$ cat src/apo_pkg.sv
// Package: shared constants for the alarm and protection-output block
package apo_pkg;
   // ----------------------------------------
   // Register offsets
   // ----------------------------------------
   localparam logic [7:0]  ADDR_SELECT      = 8'h11;
   localparam logic [7:0]  ADDR_OBSERVER    = 8'h38;
   localparam logic [7:0]  ADDR_FLAGS       = 8'h26;
   localparam logic [15:0] SELECT_RESET     = 16'h0000;
   // ----------------------------------------
   // Field positions in the selection and flag words
   // ----------------------------------------
   localparam int DELAY_LSB   = 12;
   localparam int BIT_OVERV   = 1;
   localparam int BIT_UNDERV  = 2;
   localparam int BIT_SHORT   = 3;
   localparam int BIT_OVEREXC = 4;
   localparam int BIT_USPEED  = 5;
   localparam int BIT_OSPEED  = 6;
   localparam int BIT_UEXC    = 7;
   localparam int BIT_HEALTHY = 11;
   localparam int NUM_ALARMS  = 7;
   // ----------------------------------------
   // Timing
   // ----------------------------------------
   localparam int CLK_HZ          = 100_000_000;
   localparam int TICK_MS         = 100;
   localparam int TICK_CYCLES     = CLK_HZ / 1000 * TICK_MS;
   localparam int TICKS_PER_SEC   = 10;
   localparam int OV_INHIBIT_S    = 2;
   localparam int OV_INHIBIT_TICKS = OV_INHIBIT_S * TICKS_PER_SEC;
   localparam int STOP_FREQ_HZ    = 20;
   // ----------------------------------------
   // Short-circuit sequencer states
   // ----------------------------------------
   typedef enum logic [1:0] {
      SC_IDLE = 2'b00,
      SC_TIME = 2'b01,
      SC_SAVE = 2'b10,
      SC_HALT = 2'b11
   } apo_sc_state_t;
endpackage

$ cat src/apo_alarm_protection_output.sv
// Alarm supervision, short-circuit sequencer and protection output
`timescale 1ns/1ns
`default_nettype none
module apo_alarm_protection_output
   import apo_pkg::*;
#(
   parameter int TICK_CYC = TICK_CYCLES
) (
   input  wire logic        clk,
   input  wire logic        reset,
   // Register port
   input  wire logic        regWr,
   input  wire logic        regRd,
   input  wire logic [7:0]  regAddr,
   input  wire logic [15:0] regWdata,
   output logic      [15:0] regRdata,
   // Measurement inputs from regulation logic, same clock
   input  wire logic [15:0] voltage,
   input  wire logic [15:0] ovTemplate,
   input  wire logic [15:0] uvTemplate,
   input  wire logic [15:0] freqHz,
   input  wire logic [15:0] uspeedThresh,
   input  wire logic [15:0] ospeedThresh,
   input  wire logic [15:0] excCurrent,
   input  wire logic [15:0] excCurrentThresh,
   input  wire logic [15:0] observer,
   input  wire logic [15:0] observerUpper,
   input  wire logic [15:0] observerLower,
   input  wire logic        shortDetect,
   input  wire logic [7:0]  scTolerance,
   input  wire logic        transient,
   input  wire logic        excOverVoltage,
   input  wire logic        polarityFlag,
   input  wire logic        fwRevAtLeast18,
   // Pins
   input  wire logic        supplyOkPin,
   input  wire logic        rotorStoppedPin,
   // Outputs
   output logic             protection_output,
   output logic [15:0]      alarmFlags,
   output logic             storeAlarm,
   output logic [15:0]      alarm_snapshot_record,
   output logic [31:0]      elapsed_time_record,
   output logic             haltState,
   output logic             excitationEnable,
   output logic             currentLimitActive,
   output logic             vfRampEnable
);
   // ----------------------------------------
   // Pin synchronisers and tick
   // ----------------------------------------
   logic [1:0] pinSync;
   logic       tick;
   apo_sync2 #(.W(2)) uSync (
      .clk   (clk),
      .reset (reset),
      .din   ({supplyOkPin, rotorStoppedPin}),
      .dout  (pinSync)
   );
   apo_tick_div #(.CYCLES(TICK_CYC)) uTick (
      .clk   (clk),
      .reset (reset),
      .tick  (tick)
   );
   wire supplyOk     = pinSync[1];
   wire rotorStopped = pinSync[0];

   // ----------------------------------------
   // State registers
   // ----------------------------------------
   logic [15:0]   select_r;
   logic [15:0]   flags_r;
   logic [15:0]   stored_r;
   logic [7:0]    ovInhibit_r;
   logic [7:0]    scCount_r;
   logic [3:0]    secTick_r;
   logic [3:0]    delayCnt_r;
   logic          delayDone_r;
   logic          lowFreqOff_r;
   logic [31:0]   runTicks_r;
   apo_sc_state_t scState_r;
   apo_sc_state_t scState_nxt;

   // ----------------------------------------
   // Alarm conditions
   // ----------------------------------------
   wire belowStop  = freqHz < 16'(STOP_FREQ_HZ);
   wire uspeedCond = freqHz < uspeedThresh;
   wire ospeedCond = freqHz > ospeedThresh;
   wire ovCond     = (voltage > ovTemplate) && (ovInhibit_r == 8'h0);
   wire uvCond     = (voltage < uvTemplate) && !uspeedCond
                     && !transient && !excOverVoltage;
   wire scCond     = shortDetect && !belowStop;
   wire ocCond     = excCurrent > excCurrentThresh;
   wire uexcCond   = ((observer > observerUpper) || (observer < observerLower))
                     && !transient;

   // Per-alarm live vector at weight positions
   logic [15:0] live;
   always_comb begin
      live              = 16'h0;
      live[BIT_OVERV]   = ovCond;
      live[BIT_UNDERV]  = uvCond;
      live[BIT_SHORT]   = scCond;
      live[BIT_OVEREXC] = ocCond;
      live[BIT_USPEED]  = uspeedCond;
      live[BIT_OSPEED]  = ospeedCond;
      live[BIT_UEXC]    = uexcCond;
      live[BIT_HEALTHY] = (live[BIT_UEXC:BIT_OVERV] == 7'h0);
   end

   // Alarms written to the record store; underspeed is not one of them
   wire [15:0] storeMask = 16'h00de;
   wire [15:0] newStore  = live & storeMask & ~stored_r;
   wire [7:0]  enableBits = select_r[7:0] & {BIT_UEXC+1{1'b1}} & 8'hfe;
   wire        anyEnabled = |(live[7:0] & enableBits);
   wire [3:0]  delaySec   = select_r[15:DELAY_LSB];
   wire        invertOn   = polarityFlag && fwRevAtLeast18;

   // ----------------------------------------
   // Short-circuit sequencer
   // ----------------------------------------
   always_comb begin
      scState_nxt = scState_r;
      case (scState_r)
         SC_IDLE: begin
            if (scCond && scTolerance != 8'h0) scState_nxt = SC_TIME;
         end
         SC_TIME: begin
            if (!scCond) scState_nxt = SC_IDLE;
            else if (scCount_r >= scTolerance) scState_nxt = SC_SAVE;
         end
         SC_SAVE: scState_nxt = SC_HALT;
         SC_HALT: begin
            if (belowStop) scState_nxt = SC_IDLE;
         end
         default: scState_nxt = SC_IDLE;
      endcase
   end

   always_ff @(posedge clk) begin
      if (reset) begin
         scState_r <= SC_IDLE;
         scCount_r <= 8'h0;
      end else begin
         scState_r <= scState_nxt;
         if (scState_r != SC_TIME) scCount_r <= 8'h0;
         else if (tick && scCount_r != 8'hff) scCount_r <= scCount_r + 8'h1;
      end
   end

   // ----------------------------------------
   // Over-voltage inhibit after transitions
   // ----------------------------------------
   always_ff @(posedge clk) begin
      if (reset) ovInhibit_r <= 8'(OV_INHIBIT_TICKS);
      else if (transient) ovInhibit_r <= 8'(OV_INHIBIT_TICKS);
      else if (tick && ovInhibit_r != 8'h0) ovInhibit_r <= ovInhibit_r - 8'h1;
   end

   // ----------------------------------------
   // Low-frequency shutdown latch
   // ----------------------------------------
   // Once off we stay off; only a full stop re-arms the regulator
   always_ff @(posedge clk) begin
      if (reset) lowFreqOff_r <= 1'b0;
      else if (belowStop) lowFreqOff_r <= 1'b1;
      else if (rotorStopped) lowFreqOff_r <= 1'b0;
   end

   // ----------------------------------------
   // Flags, record store and timers
   // ----------------------------------------
   always_ff @(posedge clk) begin
      if (reset) begin
         flags_r               <= 16'h0;
         stored_r              <= 16'h0;
         storeAlarm            <= 1'b0;
         alarm_snapshot_record <= 16'h0;
         elapsed_time_record   <= 32'h0;
         runTicks_r            <= 32'h0;
      end else begin
         flags_r    <= live;
         storeAlarm <= (newStore != 16'h0) || (scState_r == SC_SAVE);
         stored_r   <= (stored_r | (live & storeMask)) & live;
         if (tick) runTicks_r <= runTicks_r + 32'h1;
         if ((newStore != 16'h0) || (scState_r == SC_SAVE)) begin
            alarm_snapshot_record <= live;
            elapsed_time_record   <= runTicks_r;
         end
      end
   end

   // ----------------------------------------
   // Output delay in whole seconds
   // ----------------------------------------
   // Restarts whenever the enabled set becomes non-empty
   always_ff @(posedge clk) begin
      if (reset) begin
         secTick_r   <= 4'h0;
         delayCnt_r  <= 4'h0;
         delayDone_r <= 1'b0;
      end else if (!anyEnabled) begin
         secTick_r   <= 4'h0;
         delayCnt_r  <= 4'h0;
         delayDone_r <= 1'b0;
      end else if (!delayDone_r) begin
         if (delayCnt_r >= delaySec) delayDone_r <= 1'b1;
         else if (tick) begin
            if (secTick_r == 4'(TICKS_PER_SEC - 1)) begin
               secTick_r  <= 4'h0;
               delayCnt_r <= delayCnt_r + 4'h1;
            end else secTick_r <= secTick_r + 4'h1;
         end
      end
   end

   // ----------------------------------------
   // Register file
   // ----------------------------------------
   wire selWr = regWr && (regAddr == ADDR_SELECT);
   always_ff @(posedge clk) begin
      if (reset) select_r <= SELECT_RESET;
      else if (selWr) select_r <= regWdata;
   end

   wire [15:0] rdMux = (regAddr == ADDR_SELECT)   ? select_r :
                       (regAddr == ADDR_OBSERVER) ? observer :
                       (regAddr == ADDR_FLAGS)    ? flags_r  : 16'h0;

   // ----------------------------------------
   // Registered outputs
   // ----------------------------------------
   // Unpowered: polarity set means open (0); polarity clear also open
   always_ff @(posedge clk) begin
      if (reset) begin
         regRdata           <= 16'h0;
         protection_output  <= 1'b0;
         alarmFlags         <= 16'h0;
         haltState          <= 1'b0;
         excitationEnable   <= 1'b0;
         currentLimitActive <= 1'b0;
         vfRampEnable       <= 1'b0;
      end else begin
         regRdata   <= regRd ? rdMux : 16'h0;
         alarmFlags <= flags_r;
         if (!supplyOk) protection_output <= 1'b0;
         else if (invertOn) protection_output <= !delayDone_r;
         else protection_output <= delayDone_r;
         haltState          <= (scState_r == SC_HALT);
         excitationEnable   <= (scState_r != SC_HALT) && !lowFreqOff_r;
         currentLimitActive <= ocCond;
         vfRampEnable       <= uspeedCond;
      end
   end

   // ----------------------------------------
   // Checks
   // ----------------------------------------
   AST_ZERO_TOL_NO_HALT: assert property (@(posedge clk) disable iff (reset)
      (scState_r == SC_IDLE && scTolerance == 8'h0) |=> scState_r != SC_TIME)
      else $error("short-circuit timing started with zero tolerance");
   AST_HALT_CUTS_EXC: assert property (@(posedge clk) disable iff (reset)
      (scState_r == SC_HALT) |=> !excitationEnable && haltState)
      else $error("halt did not cut excitation");
   AST_SAVE_BEFORE_HALT: assert property (@(posedge clk) disable iff (reset)
      (scState_r == SC_SAVE) |=> storeAlarm && scState_r == SC_HALT)
      else $error("halt entered without record save");
   AST_SC_LOWFREQ: assert property (@(posedge clk) disable iff (reset)
      belowStop |-> !live[BIT_SHORT])
      else $error("short circuit flagged below stop frequency");
   AST_UV_GATED: assert property (@(posedge clk) disable iff (reset)
      (uspeedCond || transient || excOverVoltage) |-> !live[BIT_UNDERV])
      else $error("under-voltage flagged while inhibited");
   AST_HEALTHY: assert property (@(posedge clk) disable iff (reset)
      !$past(reset) |-> flags_r[BIT_HEALTHY] == (flags_r[7:1] == 7'h0))
      else $error("healthy bit inconsistent with alarms");
   AST_MASKED_NORMAL: assert property (@(posedge clk) disable iff (reset)
      (!anyEnabled && supplyOk) ##1 (!anyEnabled && supplyOk) |=>
      protection_output == $past(invertOn))
      else $error("output left normal state with no enabled alarm");
   AST_LOWFREQ_OFF: assert property (@(posedge clk) disable iff (reset)
      belowStop |=> ##1 !excitationEnable)
      else $error("excitation kept below stop frequency");
   AST_RAMP: assert property (@(posedge clk) disable iff (reset)
      uspeedCond |=> vfRampEnable)
      else $error("ramp not enabled in underspeed");
   AST_NO_DELAY: assert property (@(posedge clk) disable iff (reset)
      ($rose(anyEnabled) && delaySec == 4'h0 && supplyOk) ##1 (anyEnabled && supplyOk) |=>
      protection_output == !invertOn)
      else $error("zero delay output not asserted");
endmodule
`default_nettype wire

$ cat src/apo_tick_div.sv
// Divider producing a one-cycle enable every tick period
`timescale 1ns/1ns
`default_nettype none
module apo_tick_div
   import apo_pkg::*;
#(
   parameter int CYCLES = TICK_CYCLES
) (
   input  wire logic clk,
   input  wire logic reset,
   output logic      tick
);
   logic [31:0] cnt_r;
   // --------------------------------------
   // Free-running count, pulse on wrap
   // --------------------------------------
   always_ff @(posedge clk) begin
      if (reset) begin
         cnt_r <= 32'h0;
         tick  <= 1'b0;
      end else begin
         tick  <= (cnt_r == 32'(CYCLES - 1));
         cnt_r <= (cnt_r == 32'(CYCLES - 1)) ? 32'h0 : cnt_r + 32'h1;
      end
   end
endmodule
`default_nettype wire

$ cat src/apo_sync2.sv
// Two-flip-flop synchroniser for a bus of pin levels
`timescale 1ns/1ns
`default_nettype none
module apo_sync2 #(
   parameter int W = 1
) (
   input  wire logic         clk,
   input  wire logic         reset,
   input  wire logic [W-1:0] din,
   output logic      [W-1:0] dout
);
   logic [W-1:0] meta_r;
   // --------------------------------------
   // First stage is read only by the second
   // --------------------------------------
   always_ff @(posedge clk) begin
      if (reset) begin
         meta_r <= '0;
         dout   <= '0;
      end else begin
         meta_r <= din;
         dout   <= meta_r;
      end
   end
endmodule
`default_nettype wire

$ cat config.mk
export PLATFORM = sky130hd
export DESIGN_NAME = apo_alarm_protection_output
export DESIGN_NICKNAME = d
export VERILOG_FILES = /design/src/apo_pkg.sv /design/src/apo_alarm_protection_output.sv /design/src/apo_tick_div.sv /design/src/apo_sync2.sv
export SDC_FILE = /design/constraint.sdc
export NUM_CORES = 1
export LEC_CHECK = 0
export BUFFER_PORTS_ARGS = -buffer_cell sky130_fd_sc_hd__buf_2
export CAP_MARGIN = 5
export CELL_PAD_IN_SITES_DETAIL_PLACEMENT = 1
export CELL_PAD_IN_SITES_GLOBAL_PLACEMENT = 1
export CORE_MARGIN = 4
export CORE_UTILIZATION = 30
export DETAILED_ROUTE_END_ITERATION = 16
export PLACE_DENSITY_LB_ADDON = 0.12
export SYNTH_ARGS = -nofsm -noshare
export SYNTH_HDL_FRONTEND = slang
export SYNTH_HIERARCHICAL = 1
export SYNTH_SLANG_ARGS = --single-unit
$ cat constraint.sdc
create_clock -name clk -period 3.3 [get_ports clk]
set_input_delay 0.33 -clock clk [delete_from_list [all_inputs] [get_ports clk]]
set_output_delay 0.33 -clock clk [all_outputs]
set_load 0.01 [all_outputs]
Word level (Yosys, flattened, before mapping)
Cells that the tools add are included.
W data, S select, Z words.
- register bits: 223
- word-level logic and storage cells: 117
- $lt $le $gt $ge: 10
- bitwise gates (word level): 10
- multiplexer cells: 14
- reductions and logical operators: 37
- add/sub/neg operators: 6
- equality and inequality tests: 14
- operators by type and width (operator ; count):
    $add A32 B1 Y32 const B ; 2
    $gt A16 B16 Y1 ; 4
    $lt A16 B16 Y1 ; 3
    $mux W16 ; 3
    $eq A32 B24 Y1 const B ; 1
    $and A16 B12 Y16 ; 1
    $and A8 B16 Y16 ; 1
    $eq A8 B6 Y1 const B ; 2
    $lt A16 B5 Y1 const B ; 1
    $not A16 Y16 ; 1
    $or A16 B8 Y16 ; 1
    $reduce_bool A16 Y1 ; 1
    $reduce_bool A8 Y1 ; 2
    $logic_and A1 B1 Y1 ; 12
    $reduce_or A2 Y1 ; 6
    $add A4 B1 Y4 const B ; 2
    $add A8 B1 Y8 const B ; 1
    $and A8 B8 Y8 ; 1
    $eq A8 B5 Y1 const B ; 1
    $ge A8 B8 Y1 ; 1
    $logic_not A8 Y1 ; 1
    $mux W2 ; 4
    $ne A8 B8 Y1 const B ; 1
    $pmux W2 S4 ; 1
    19 further kinds ; 37

Longest topological paths before layout
Gate-level depths: netlist of the first run.
- depth in word-level cells: 9
- mapped depth: 10
- gate-level depth less buffers: 9

Modules after synthesis
The synthesis of the first run kept the hierarchy.
- modules (own cells, without submodules) (module ; cells each ; times used ; area an instance (um^2) ; sequential area each (um^2)):
    apo_alarm_protection_output ; 1121 ; 1 ; 9369.0 ; 3163.0
    apo_tick_div ; 183 ; 1 ; 1594.0 ; 660.6
    apo_sync2 ; 8 ; 1 ; 105.1 ; 80.1

Worst setup path before layout of the first run
OpenSTA, ideal clock, no wires.
- path type: input-to-reg
- start point: input port uvTemplate[14]
- end point: register alarm_snapshot_record[11]
- setup time: 0.121 ns
- data arrival time: 2.749 ns
- stages: 10
- path buffers: 1
- path slack: 0.430 ns
- path through: inv_1 ha_1 nand4_2 nor3_2 or4b_1 and4b_4 a31o_4 nor4_4 buf_8 mux2_4
- word-level cells in the longest chain between the ends: 7
- elaborated cells between the ends (all ways): 8
- classes of those cells: order compare (1); bitwise (1); reduce/logical (6)
- RTL lines (element ; RTL line ; text):
    start: declaration ; apo_alarm_protection_output.sv:20 ; input wire logic [15:0] uvTemplate,
    $lt A16 B16 Y1 * ; apo_alarm_protection_output.sv:91 ; wire uvCond = (voltage < uvTemplate) && !uspeedCond
    $logic_and A1 B1 Y1 * ; apo_alarm_protection_output.sv:91 ;
    $logic_and A1 B1 Y1 * (2 in a row) ; apo_alarm_protection_output.sv:92 ; && !transient && !excOverVoltage;
    $and A8 B16 Y16 ; apo_alarm_protection_output.sv:114 ; wire [15:0] newStore = live & storeMask & ~stored_r;
    $reduce_bool A16 Y1 ; apo_alarm_protection_output.sv:187 ; if ((newStore != 16'h0) || (scState_r == SC_SAVE)) begin
    $logic_or A1 B1 Y1 ; apo_alarm_protection_output.sv:187 ;
    end signal: assignment ; apo_alarm_protection_output.sv:188 ; alarm_snapshot_record <= live;
    end: declaration ; apo_alarm_protection_output.sv:42 ; output logic [15:0] alarm_snapshot_record,
Every way passes the cells marked *; elsewhere a longest branch is shown, timed or not.
A chain may end at the register's enable or synchronous reset.

Worst setup path after layout of the first run
- start point: register ovInhibit_r[2]
- end point: register alarm_snapshot_record[2]
- word-level cells in the longest chain between the ends: 5
- RTL lines (element ; RTL line ; text):
    start: declaration ; apo_alarm_protection_output.sv:74 ; logic [7:0] ovInhibit_r;
    start signal: assignment ; apo_alarm_protection_output.sv:156 ; if (reset) ovInhibit_r <= 8'(OV_INHIBIT_TICKS);
    start signal: assignment ; apo_alarm_protection_output.sv:157 ; else if (transient) ovInhibit_r <= 8'(OV_INHIBIT_TICKS);
    start signal: assignment ; apo_alarm_protection_output.sv:158 ; else if (tick && ovInhibit_r != 8'h0) ovInhibit_r <= ovInhibit_r - 8'h1;
    $logic_not A8 Y1 ; apo_alarm_protection_output.sv:90 ; wire ovCond = (voltage > ovTemplate) && (ovInhibit_r == 8'h0);
    $logic_and A1 B1 Y1 ; apo_alarm_protection_output.sv:90 ;
    $and A8 B16 Y16 ; apo_alarm_protection_output.sv:114 ;
    $reduce_bool A16 Y1 ; apo_alarm_protection_output.sv:187 ;
    $logic_or A1 B1 Y1 ; apo_alarm_protection_output.sv:187 ;
No other way between the ends.

==> results of run 1 <==
-- worst paths after layout --
path / start / to / slack (ps) / cells past startpoint
setup / recovery: ovInhibit_r[2]$_SDFFE_PP1P_ / alarm_snapshot_record[2]$_SDFFE_PP0P_ / 580 / 9
hold / removal: rotorStoppedPin / uSync/meta_r[0]$_SDFF_PP0_ / 120 / 2
setup reg to reg: ovInhibit_r[2]$_SDFFE_PP1P_ / alarm_snapshot_record[2]$_SDFFE_PP0P_ / 580 / 9
hold reg to reg: lowFreqOff_r$_SDFFE_PP0P_ / excitationEnable$_SDFF_PP0_ / 420 / 1
-- worst register-to-register path: stages (launching register included) --
cell,delay (ps)
dfxtp_1,350
or3_1,420
or4_1,550
nor2_1,140
o31ai_1,80
buf_4,170
o22ai_1,340
nor4_4,70
buf_4,200
mux2_4,300
-- through the flow --
| stage | instance area, um2 | setup WS [ps] | utilization, % | total power [W] | hold slack, ps |
|---|---|---|---|---|---|
| final | 13600 | 584 | 37.4 | 0.00528 | 116 |
| after global routing | 13600 | 215 | 37.3 | 0.00557 | 108 |
| after floorplan | 11100 | 430 | - | 0.00289 | 395 |
| after detailed placement | 13000 | 197 | 35.7 | 0.00321 | 427 |
| after CTS | 13600 | 549 | 37.3 | 0.00538 | 92.6 |
| after global placement | 13000 | 247 | 35.7 | 0.00320 | 410 |
-- kinds of logic (layout without fill, tap and decap cells) --
family	after synthesis	after routing	share of synthesized area, %
flops	195	195	35.3
other cells	1	17	0.0339
compound gates	208	208	12.1
mux	44	44	4.30
xor+xnor	54	54	4.27
buf+inv	201	488	7.81
fa+ha+maj	126	126	14.2
simple gates	483	483	22.0
-- flip-flops by register name, indices dropped and copies added, names as in the netlist, 2 cells and up, named ones only --
| signal | count |
|---|---|
| stored_r | 6 |
| uSync/dout | 2 |
| uSync/meta_r | 2 |
| scCount_r | 8 |
| delayCnt_r | 4 |
| elapsed_time_record | 32 |
| flags_r | 8 |
| uTick/cnt_r | 32 |
| alarm_snapshot_record | 8 |
| ovInhibit_r | 8 |
| select_r | 16 |
| runTicks_r | 32 |
| regRdata | 16 |
| secTick_r | 4 |
| alarmFlags | 8 |
-- layout by cell type, fill, tap and decap left out, drive strengths merged, types with 13 or more instances in the layout --
| master | count |
|---|---|
| o31ai | 13 |
| and3 | 15 |
| nand2 | 157 |
| mux2i | 37 |
| nor2b | 29 |
| clkbuf | 17 |
| buf | 310 |
| xor2 | 30 |
| o21ai | 30 |
| nand3 | 41 |
| nor2 | 98 |
| ha | 126 |
| conb | 16 |
| dfxtp | 195 |
| nand4 | 34 |
| or4 | 17 |
| or3 | 14 |
| xnor2 | 24 |
| a21oi | 93 |
| nor3 | 26 |
| nor4 | 18 |
| inv | 153 |
-- synth_stat cells, types with 3 or more instances --
cell type  number
o41ai_1         3
clkbuf_1       25
inv_1         145
a2111oi_0       4
a21o_1          6
buf_4          16
nand3_1        41
ha_1          126
a211oi_1        7
a21boi_0        4
buf_1           7
a222oi_1        8
nand2b_1        6
o211ai_1        6
dfxtp_1       195
o21a_1          6
mux2i_1        37
nand4_1        32
and2_1          6
xnor2_1        24
nor4_1         16
nand2_1       157
and3_2          3
and4_1          8
o31ai_1        12
or4_1          15
o21ai_0        29
xor2_1         30
nor3_1         25
a22oi_1         8
or3_1          14
mux2_4          7
nor2b_1        29
and3_1         12
buf_6           5
a21oi_1        93
or4b_1          4
a31oi_1         3
nor2_1         98
-- routing by layer --
metal  track usage [%]  part of all wire, %  up-vias
met5                 0                    0        -
met4              3.72                 0.90        0
met3              3.27                  6.0       25
met2              28.4                   48      205
met1              21.6                   45     4719
li1                  -                    -     5105
-- power by group through the flow --
stage	clock [W]	combinational (W)	sequential (W)
after global placement	0	0.000733	0.00246
final	0.00213	0.000737	0.00241
after global routing	0.00232	0.000835	0.00241
after detailed placement	0	0.000748	0.00246
after CTS	0.00222	0.000751	0.00241
after floorplan	0	0.000426	0.00246
-- cell type report --
type / count / area, um2 / share of cell area [%]
clock buffers: 17 / 425 / 3.12
clock inverters: 15 / 186 / 1.37
well taps: 468 / 586 / 4.29
repair buffers: 310 / 1630 / 12.0
flip-flops and latches: 195 / 3900 / 28.6
multi-input cells: 931 / 6360 / 46.6
diodes: 1 / 2.50 / 0.0183
inverters: 146 / 548 / 4.02
==> results_dict.tcl, run 1 <==
set metrics [dict create \
    powerDensity_nw_per_um2 387 \
    start_util_pct 30.3 \
    nNetsFinal 1946 \
    drv_slew 0 \
    ys.flop_type "dfxtp_1" \
    ys_seq_area_share_pct 35.3 \
    worst-setup-path-type "reg -> reg" \
    hold_violations 0 \
    synthArstFlopShare_pct 0 \
    setup_viol 0 \
    crit_chain "or3_1 -> or4_1 -> nor2_1 -> o31ai_1 -> buf_4 -> o22ai_1 -> nor4_4 -> buf_4 -> mux2_4" \
    rows 70 \
    cts.sinks 195 \
    maxCapViolations 0 \
    synthesis.area_um2 11100 \
    io_buffers 288 \
    path_delay_family "simple AND/OR/NAND/NOR gates" \
    cts_tree "yes" \
    grt_max_degree 57 \
    critical_path_required_ps 3620 \
    combPwrFrac_pct 14.0 \
    fillers 4402 \
    power.switching_w 0.00147 \
    rsz0062_at_grt "false" \
    areaGrowthSynthToFinish_pct 23.3 \
    cts_root_buf "clkbuf_16" \
    htreeDepth 4 \
    hpwl_um 28300 \
    cts.reportedPaths.clkPinSlew_ps 80 \
    endpoint_kind "flop" \
    syn_inst 1312 \
    synthTopCellsByArea "dfxtp_1 35%, ha_1 14%, nand2_1 5.3%" \
    synth_top_area_share_pct 35.3 \
    grt.total_usage_pct 16.5 \
    hold_class "in -> reg" \
    cp_num_buf_inv 2 \
    drive_gt1_share_pct 22.9 \
    grt_overflow 0 \
    fin_setup_tns_ps 0 \
    post_cts_buffers 0 \
    cpMostUsedCell "buf_4" \
    grt_antenna_before_repair 1 \
    slowest_delay_ps 550 \
    coreArea_um2 36500 \
    gp_congestion 0.857 \
    yosysTopAreaCell "dfxtp_1" \
    die_y_um 200 \
    start_kind "flop" \
    p_leak_nw 6.17 \
    path_max_fanout 6 \
    swShare_pct 27.8 \
    ios 305 \
    relSlewSlack_pct 53.5 \
    clk_latency_ps 430 \
    ys_warn_count 6 \
    syn_area_per_cell_um2 8.44 \
    final_cell_count_no_fill 2083 \
    cts_resized 0 \
    synth_edf_count 0 \
    skew_ps 19.0 \
    finalCritPeriodShare_pct 82.3 \
    power_frac_seq_pct 45.6 \
    grt_pass1_vias 10252 \
    peakVddDrop_mv 0.204 \
    post-route-drc-count 0 \
    grt_pass1_wl_um 53400 \
    worstMarginPinSlew_ps 692 \
    wirelength_um 34600 \
    cp.arrival_ps 3040 \
    status "complete, no violations" \
    ys_seq_elements 195 \
    clockBufferDepth 2 \
    fp.dieArea_um2 40000 \
    post_drt_wl_per_cell_um 16.6 \
    via_per_inst 4.83 \
    num_vias 10054 \
    drt_iter0_markers 422 \
    ant_nets 0 \
    dr.pass1.iters 6 \
    yosysUniqueCellTypes 71 \
    holdBufCountCts 0 \
    max_freq_ghz 0.368 \
    finalCriticalPeriod_ps 2720 \
    dp.cells 2050 \
    cts_made_buffers 17 \
    pwr-share-clk_pct 40.4 \
    crit_slowest_cell "or4_1" \
    intPower_w 0.00381 \
    dieWidth_um 200 \
]
(Power assumes the default switching activity.)
==> run 2, diff against run 1 <==
clock period = 2.6 ns   (was 3.3 ns; I/O delays follow)
==> run 2 against run 1 <==
- non-clock buffer count up 50
- global-route usage up 0.18 points
- die area unchanged
- largest power group unchanged
- power up 27%
- flip-flop and latch count unchanged
- critical path depth unchanged
- clock-buffer cell count up 1
- clock power up 25%
- sequential power up 27%
- worst hold slack worse by 65 ps
==> results_dict.tcl, run 2 (synthesis results as in run 1) <==
set metrics [dict create \
    max_freq_ghz 0.417 \
    grt_pass1_vias 10484 \
    cts_root_buf "clkbuf_16" \
    htreeDepth 4 \
    areaGrowthSynthToFinish_pct 27.5 \
    drive_gt1_share_pct 25.8 \
    hpwl_um 28400 \
    dr.pass1.iters 7 \
    r2r_cells 9 \
    critical_path_required_ps 2940 \
    grt_max_degree 61 \
    power_frac_seq_pct 45.4 \
    pwr-share-clk_pct 39.5 \
    ant_nets 0 \
    path_max_fanout 9 \
    rrSetupSlack_ps 200 \
    holdBufCountCts 0 \
    post-route-drc-count 0 \
    start_util_pct 30.3 \
    maxCapViolations 0 \
    skew_ps 18.7 \
    intPower_w 0.00483 \
    die_y_um 200 \
    hold_class "in -> reg" \
    swShare_pct 28.2 \
    final_cell_mix "287 x buf_2, 194 x dfxtp_1, 157 x nand2_1" \
    rr_endpoint "secTick_r[0]$_SDFFE_PP0P_" \
    post_drt_wl_per_cell_um 16.3 \
    cts_tree "yes" \
    min_path_cells 3 \
    grt.total_usage_pct 16.7 \
    coreArea_um2 36500 \
    clockBufferDepth 2 \
    peakVddDrop_mv 0.375 \
    fp.dieArea_um2 40000 \
    cp.arrival_ps 2740 \
    crit_slowest_cell "or4_4" \
    drv_slew 0 \
    setup_viol 0 \
    status "complete, no violations" \
    endpoint_kind "flop" \
    fillers 4464 \
    hold_violations 0 \
    gp_congestion 0.821 \
    top_regs "elapsed_time_record x32, runTicks_r x32, uTick/cnt_r x32" \
    relSlewSlack_pct 52.9 \
    rsz0062_at_grt "false" \
    start_kind "flop" \
    combPwrFrac_pct 15.2 \
    grt_pass1_wl_um 53900 \
    clk_latency_ps 440 \
    reg2reg_from "ovInhibit_r[3]$_SDFFE_PP0P_" \
    io_buffers 288 \
    finalCriticalPeriod_ps 2400 \
    fin_setup_tns_ps 0 \
    cpMostUsedCell "buf_4" \
    cts_made_buffers 17 \
    finalCritPeriodShare_pct 92.3 \
    ios 305 \
    powerDensity_nw_per_um2 477 \
    setup_ws_ps 201 \
    worstMarginPinSlew_ps 707 \
    nNetsFinal 1996 \
    grt_overflow 0 \
    slowest_delay_ps 530 \
    place_ws_ps -219 \
    p_leak_nw 6.42 \
    power.switching_w 0.00190 \
    worstHoldStart "regWdata[3]" \
    crit_chain "or3_1 -> or4_4 -> nor2_1 -> o31ai_2 -> buf_4 -> o32ai_1 -> nor4_2 -> buf_4 -> nor4_1" \
    via_per_inst 4.81 \
    grt_antenna_before_repair 4 \
    layout_commonest_cell "buf_2" \
    wirelength_um 34700 \
    num_vias 10279 \
    cts.sinks 195 \
    dieWidth_um 200 \
    worst-setup-path-type "reg -> reg" \
    cts.reportedPaths.clkPinSlew_ps 90 \
    min_to "select_r[3]$_SDFFE_PP0P_" \
    drt_iter0_markers 248 \
    rows 70 \
]
==> run 2: cell types whose count changed in the layout (fill, tap and decap cells not counted), sizes merged <==
cell      delta
bufinv       -1
buf         +50
clkbuf       +1
clkinvlp     +1
inv          +1
diode        +2
clkinv       -2
==> run 2: how the worst max path moves through the flow <==
stage / start / end / slack [ps] / cells past startpoint
after global routing: delayCnt_r[0]$_SDFFE_PP0P_ / delayCnt_r[3]$_SDFFE_PP0P_ / 40 / 9
after floorplan: observerUpper[1] / alarm_snapshot_record[11]$_SDFFE_PP0P_ / 2 / 10
final: ovInhibit_r[3]$_SDFFE_PP0P_ / secTick_r[0]$_SDFFE_PP0P_ / 200 / 9
after detailed placement: excCurrent[11] / elapsed_time_record[6]$_SDFFE_PP0P_ / -220 / 11
after CTS: ovInhibit_r[3]$_SDFFE_PP0P_ / secTick_r[0]$_SDFFE_PP0P_ / 100 / 9
after global placement: excCurrentThresh[14] / alarm_snapshot_record[3]$_SDFFE_PP0P_ / -140 / 12
==> run 2: timing repair <==
item                                    in CTS  in global routing
resized for setup                            0                  2
endpoints found under the setup margin       0                  2
buffers inserted                             0                  0
==> run 2: worst max-delay path, delay by kind of cell (launching register included) <==
kind	cells	cell delay, ps
and+or+nand+nor	5	1360
buffers and inverters	2	340
DFF	1	330
AOI/OAI and AO/OA	2	270
==> run 2: final cells by class <==
class / count / area [um2] / area share [%]
clock inverter: 14 / 159 / 1.13
timing repair buffer: 360 / 2030 / 14.4
sequential: 195 / 3910 / 27.7
clock buffer: 18 / 439 / 3.11
tap: 468 / 586 / 4.15
multi-input combinational: 931 / 6430 / 45.6
inverter: 146 / 551 / 3.90
antenna: 3 / 7.51 / 0.0532
==> run 2: power by group through the flow <==
| stage | clock network [W] | logic, W | registers, W |
|---|---|---|---|
| floorplan | 0 | 0.000552 | 0.00312 |
| global placement | 0 | 0.00101 | 0.00312 |
| detailed placement | 0 | 0.00104 | 0.00312 |
| CTS | 0.00277 | 0.00104 | 0.00305 |
| global route | 0.00287 | 0.00115 | 0.00306 |
| finish | 0.00266 | 0.00102 | 0.00305 |
==> run 2: metal layers <==
| metal | global-route usage, % | vias to the layer above | routed length [um] |
|---|---|---|---|
| met5 | 0 | - | 13 |
| met4 | 3.95 | 2 | 431 |
| met3 | 2.67 | 26 | 1490 |
| met2 | 29.8 | 171 | 17000 |
| met1 | 21.3 | 4870 | 15800 |
| li1 | - | 5210 | - |
==> run 2: per-stage QoR <==
stage	power, W	cell area [um2]	hold WS [ps]	util, %	cells
floorplan	0.00368	11200	329	-	1327
global placement	0.00413	13500	421	37.0	2100
detailed placement	0.00416	13500	425	37.0	2100
global route	0.00708	14100	41.6	38.6	2134
CTS	0.00686	14100	31.5	38.6	2132
finish	0.00673	14100	50.9	38.6	2135
==> run 3, diff against run 2 <==
SYNTH_HIERARCHICAL = default   (was 1)
==> run 3 against run 2 <==
- synthesized cell count fell by 2.4%
- global-route usage shrank 0.34 points
- via count shrank 2.4%
- first-iteration DRC count up 46%
- clock skew is 0.60 ps higher
- register-to-register slack worse by 50 ps
- critical path depth rose by 3
- clock power rose by 2%
- wire length shrank 3.2%
- critical path type is now in -> reg
- largest power group unchanged
==> results_dict.tcl, run 3 <==
set metrics [dict create \
    status "complete, no violations" \
    ys_warn_count 0 \
    power.switching_w 0.00194 \
    setup_viol 0 \
    skew_ps 19.3 \
    synth_top_area_share_pct 35.8 \
    cts_root_buf "clkbuf_16" \
    ys_seq_elements 195 \
    netlist_top_cells_count "195 x dfxtp_1, 157 x nand2_1, 141 x inv_1, 126 x ha_1, 118 x nor2_1" \
    grt.total_usage_pct 16.4 \
    dieWidth_um 199 \
    cp.arrival_ps 2810 \
    ys_seq_area_share_pct 35.8 \
    grt_max_degree 68 \
    via_per_inst 4.74 \
    power_frac_seq_pct 44.8 \
    syn_area_per_cell_um2 8.52 \
    synthArstFlopShare_pct 0 \
    synthesis.area_um2 10900 \
    hold_violations 0 \
    rsz0062_at_grt "false" \
    p_leak_nw 6.53 \
    grt_pass1_wl_um 52600 \
    htreeDepth 4 \
    setup_ws_ps 136 \
    io_buffers 288 \
    layout_commonest_cell "buf_2" \
    syn_inst 1281 \
    path_max_fanout 7 \
    grt_pass1_vias 10352 \
    combPwrFrac_pct 15.5 \
    start_kind "input pin" \
    hold_class "in -> reg" \
    final_cell_mix "287 x buf_2, 195 x dfxtp_1, 157 x nand2_1" \
    yosysMostFrequentCell "dfxtp_1" \
    endpoint_kind "flop" \
    synth_edf_count 0 \
    ant_nets 0 \
    ios 305 \
    worstMarginPinSlew_ps 712 \
    start_util_pct 30.5 \
    finalCriticalPeriod_ps 2460 \
    ys.flop_type "dfxtp_1" \
    grt_overflow 0 \
    cts.sinks 195 \
    pwr-share-clk_pct 39.7 \
    wirelength_um 33600 \
    num_vias 10033 \
    top_regs "elapsed_time_record x32, runTicks_r x32, uTick.cnt_r x32" \
    synthTopCellsByArea "dfxtp_1 36%, ha_1 14%, nand2_1 5.4%" \
    yosysTopAreaCell "dfxtp_1" \
    reg2reg_from "ovInhibit_r[3]$_SDFFE_PP0P_" \
    dp.cells 2080 \
    crit_start "observer[1]" \
    die_y_um 199 \
    cts.reportedPaths.clkPinSlew_ps 80 \
    worstHoldStart "supplyOkPin" \
    relSlewSlack_pct 52.0 \
    clk_latency_ps 440 \
    yosysUniqueCellTypes 70 \
    drv_slew 0 \
    cts_tree "yes" \
    coreArea_um2 35700 \
    crit_chain "buf_2 -> ha_1 -> nor2b_1 -> o211ai_2 -> a2111oi_2 -> a2111oi_2 -> buf_4 -> o32ai_4 -> a2111oi_4 -> buf_6 -> clkbuf_16 -> mux2i_1" \
    final_cell_count_no_fill 2115 \
    finalInstanceArea_um2 14200 \
    drive_gt1_share_pct 27.4 \
    hpwl_um 27200 \
    max_freq_ghz 0.406 \
    maxCapViolations 0 \
    powerDensity_nw_per_um2 478 \
    drt_iter0_markers 362 \
    grt_antenna_before_repair 1 \
    intPower_w 0.00487 \
    nNetsFinal 1985 \
    rows 69 \
    gp_congestion 0.795 \
    cpMostUsedCell "a2111oi_2" \
    dr.pass1.iters 7 \
    crit_slowest_cell "a2111oi_4" \
    fp.dieArea_um2 39500 \
    peakVddDrop_mv 0.428 \
    holdBufCountCts 0 \
    critical_path_required_ps 2950 \
    place_ws_ps -323 \
    slowest_delay_ps 420 \
    finalCritPeriodShare_pct 94.8 \
    worst-setup-path-type "in -> reg" \
    post_drt_wl_per_cell_um 15.9 \
    post-route-drc-count 0 \
    place_area_um2 13500 \
    areaGrowthSynthToFinish_pct 30.5 \
    clockBufferDepth 2 \
    cts_made_buffers 17 \
    swShare_pct 28.5 \
]
[run 3: metal layers]
metal / vias to the layer above / wire [um] / GRT usage (%)
li1: 5069 / - / -
met1: 4772 / 16200 / 22.1
met2: 176 / 15900 / 28.1
met3: 14 / 1400 / 2.73
met4: 2 / 167 / 2.84
met5: - / 13 / 0
[run 3: cell type report]
| class | count | area, um2 |
|---|---|---|
| repair buffers | 374 | 2150 |
| fillers | 4324 | 21500 |
| well taps | 461 | 577 |
| clock inverters | 14 | 178 |
| clock buffers | 18 | 439 |
| flip-flops and latches | 195 | 3900 |
| inverters | 141 | 549 |
| multi-input cells | 911 | 6450 |
| diodes | 1 | 2.50 |
[run 3: what timing repair did]
action | 4_1_cts | 5_1_grt
cloned | 0 | 1
setup endpoints to repair | 3 | 45
gates resized for setup | 1 | 15
buffers inserted | 0 | 1
pin swaps | 0 | 2
[run 3: final timing paths]
check | to | slack [ps] | cells past startpoint
setup / recovery | elapsed_time_record[31]$_SDFFE_PP0P_ | 140 | 12
hold / removal | uSync.meta_r[1]$_SDFF_PP0_ | 40 | 2
setup reg to reg | secTick_r[1]$_SDFFE_PP0P_ | 150 | 10
hold reg to reg | excitationEnable$_SDFF_PP0_ | 420 | 1
[run 3: critical path, delay by kind of cell]
kind | cells | cell delay (ps)
muxes | 1 | 230
buffers and inverters | 4 | 700
AOI/OAI and AO/OA | 5 | 1160
adders and majority gates | 1 | 300
and+or+nand+nor | 1 | 150
[run 3: kinds of logic (layout without fill, tap and decap cells)]
group | after synthesis | in the layout | share of synthesized area [%]
AND/OR/NAND/NOR | 472 | 472 | 20.7
flip-flops | 195 | 195 | 35.8
buffers and inverters | 190 | 547 | 7.39
AO/OA/AOI/OAI | 182 | 182 | 11.7
adder cells (fa/ha/maj) | 126 | 126 | 14.4
XOR/XNOR | 72 | 72 | 5.78
multiplexers | 43 | 43 | 4.26
other | 1 | 17 | 0.0344
[run 3: power groups by stage]
| stage | sequential, W | combinational (W) | clock, W |
|---|---|---|---|
| after global routing | 0.00305 | 0.00119 | 0.00292 |
| after CTS | 0.00305 | 0.00105 | 0.00281 |
| final | 0.00305 | 0.00105 | 0.00270 |
| after floorplan | 0.00312 | 0.000561 | 0 |
| after global placement | 0.00312 | 0.00102 | 0 |
| after detailed placement | 0.00312 | 0.00105 | 0 |
[run 3: through the flow]
stage	TNS, ps	hold slack, ps	total power [W]	utilization, %
2_1_floorplan	-70.1	363	0.00368	-
3_3_place_gp	-8880	415	0.00414	37.8
3_5_place_dp	-13030	420	0.00416	37.8
4_1_cts	0	15.2	0.00690	39.5
5_1_grt	0	38.0	0.00716	39.9
6_report	0	36.3	0.00681	39.9
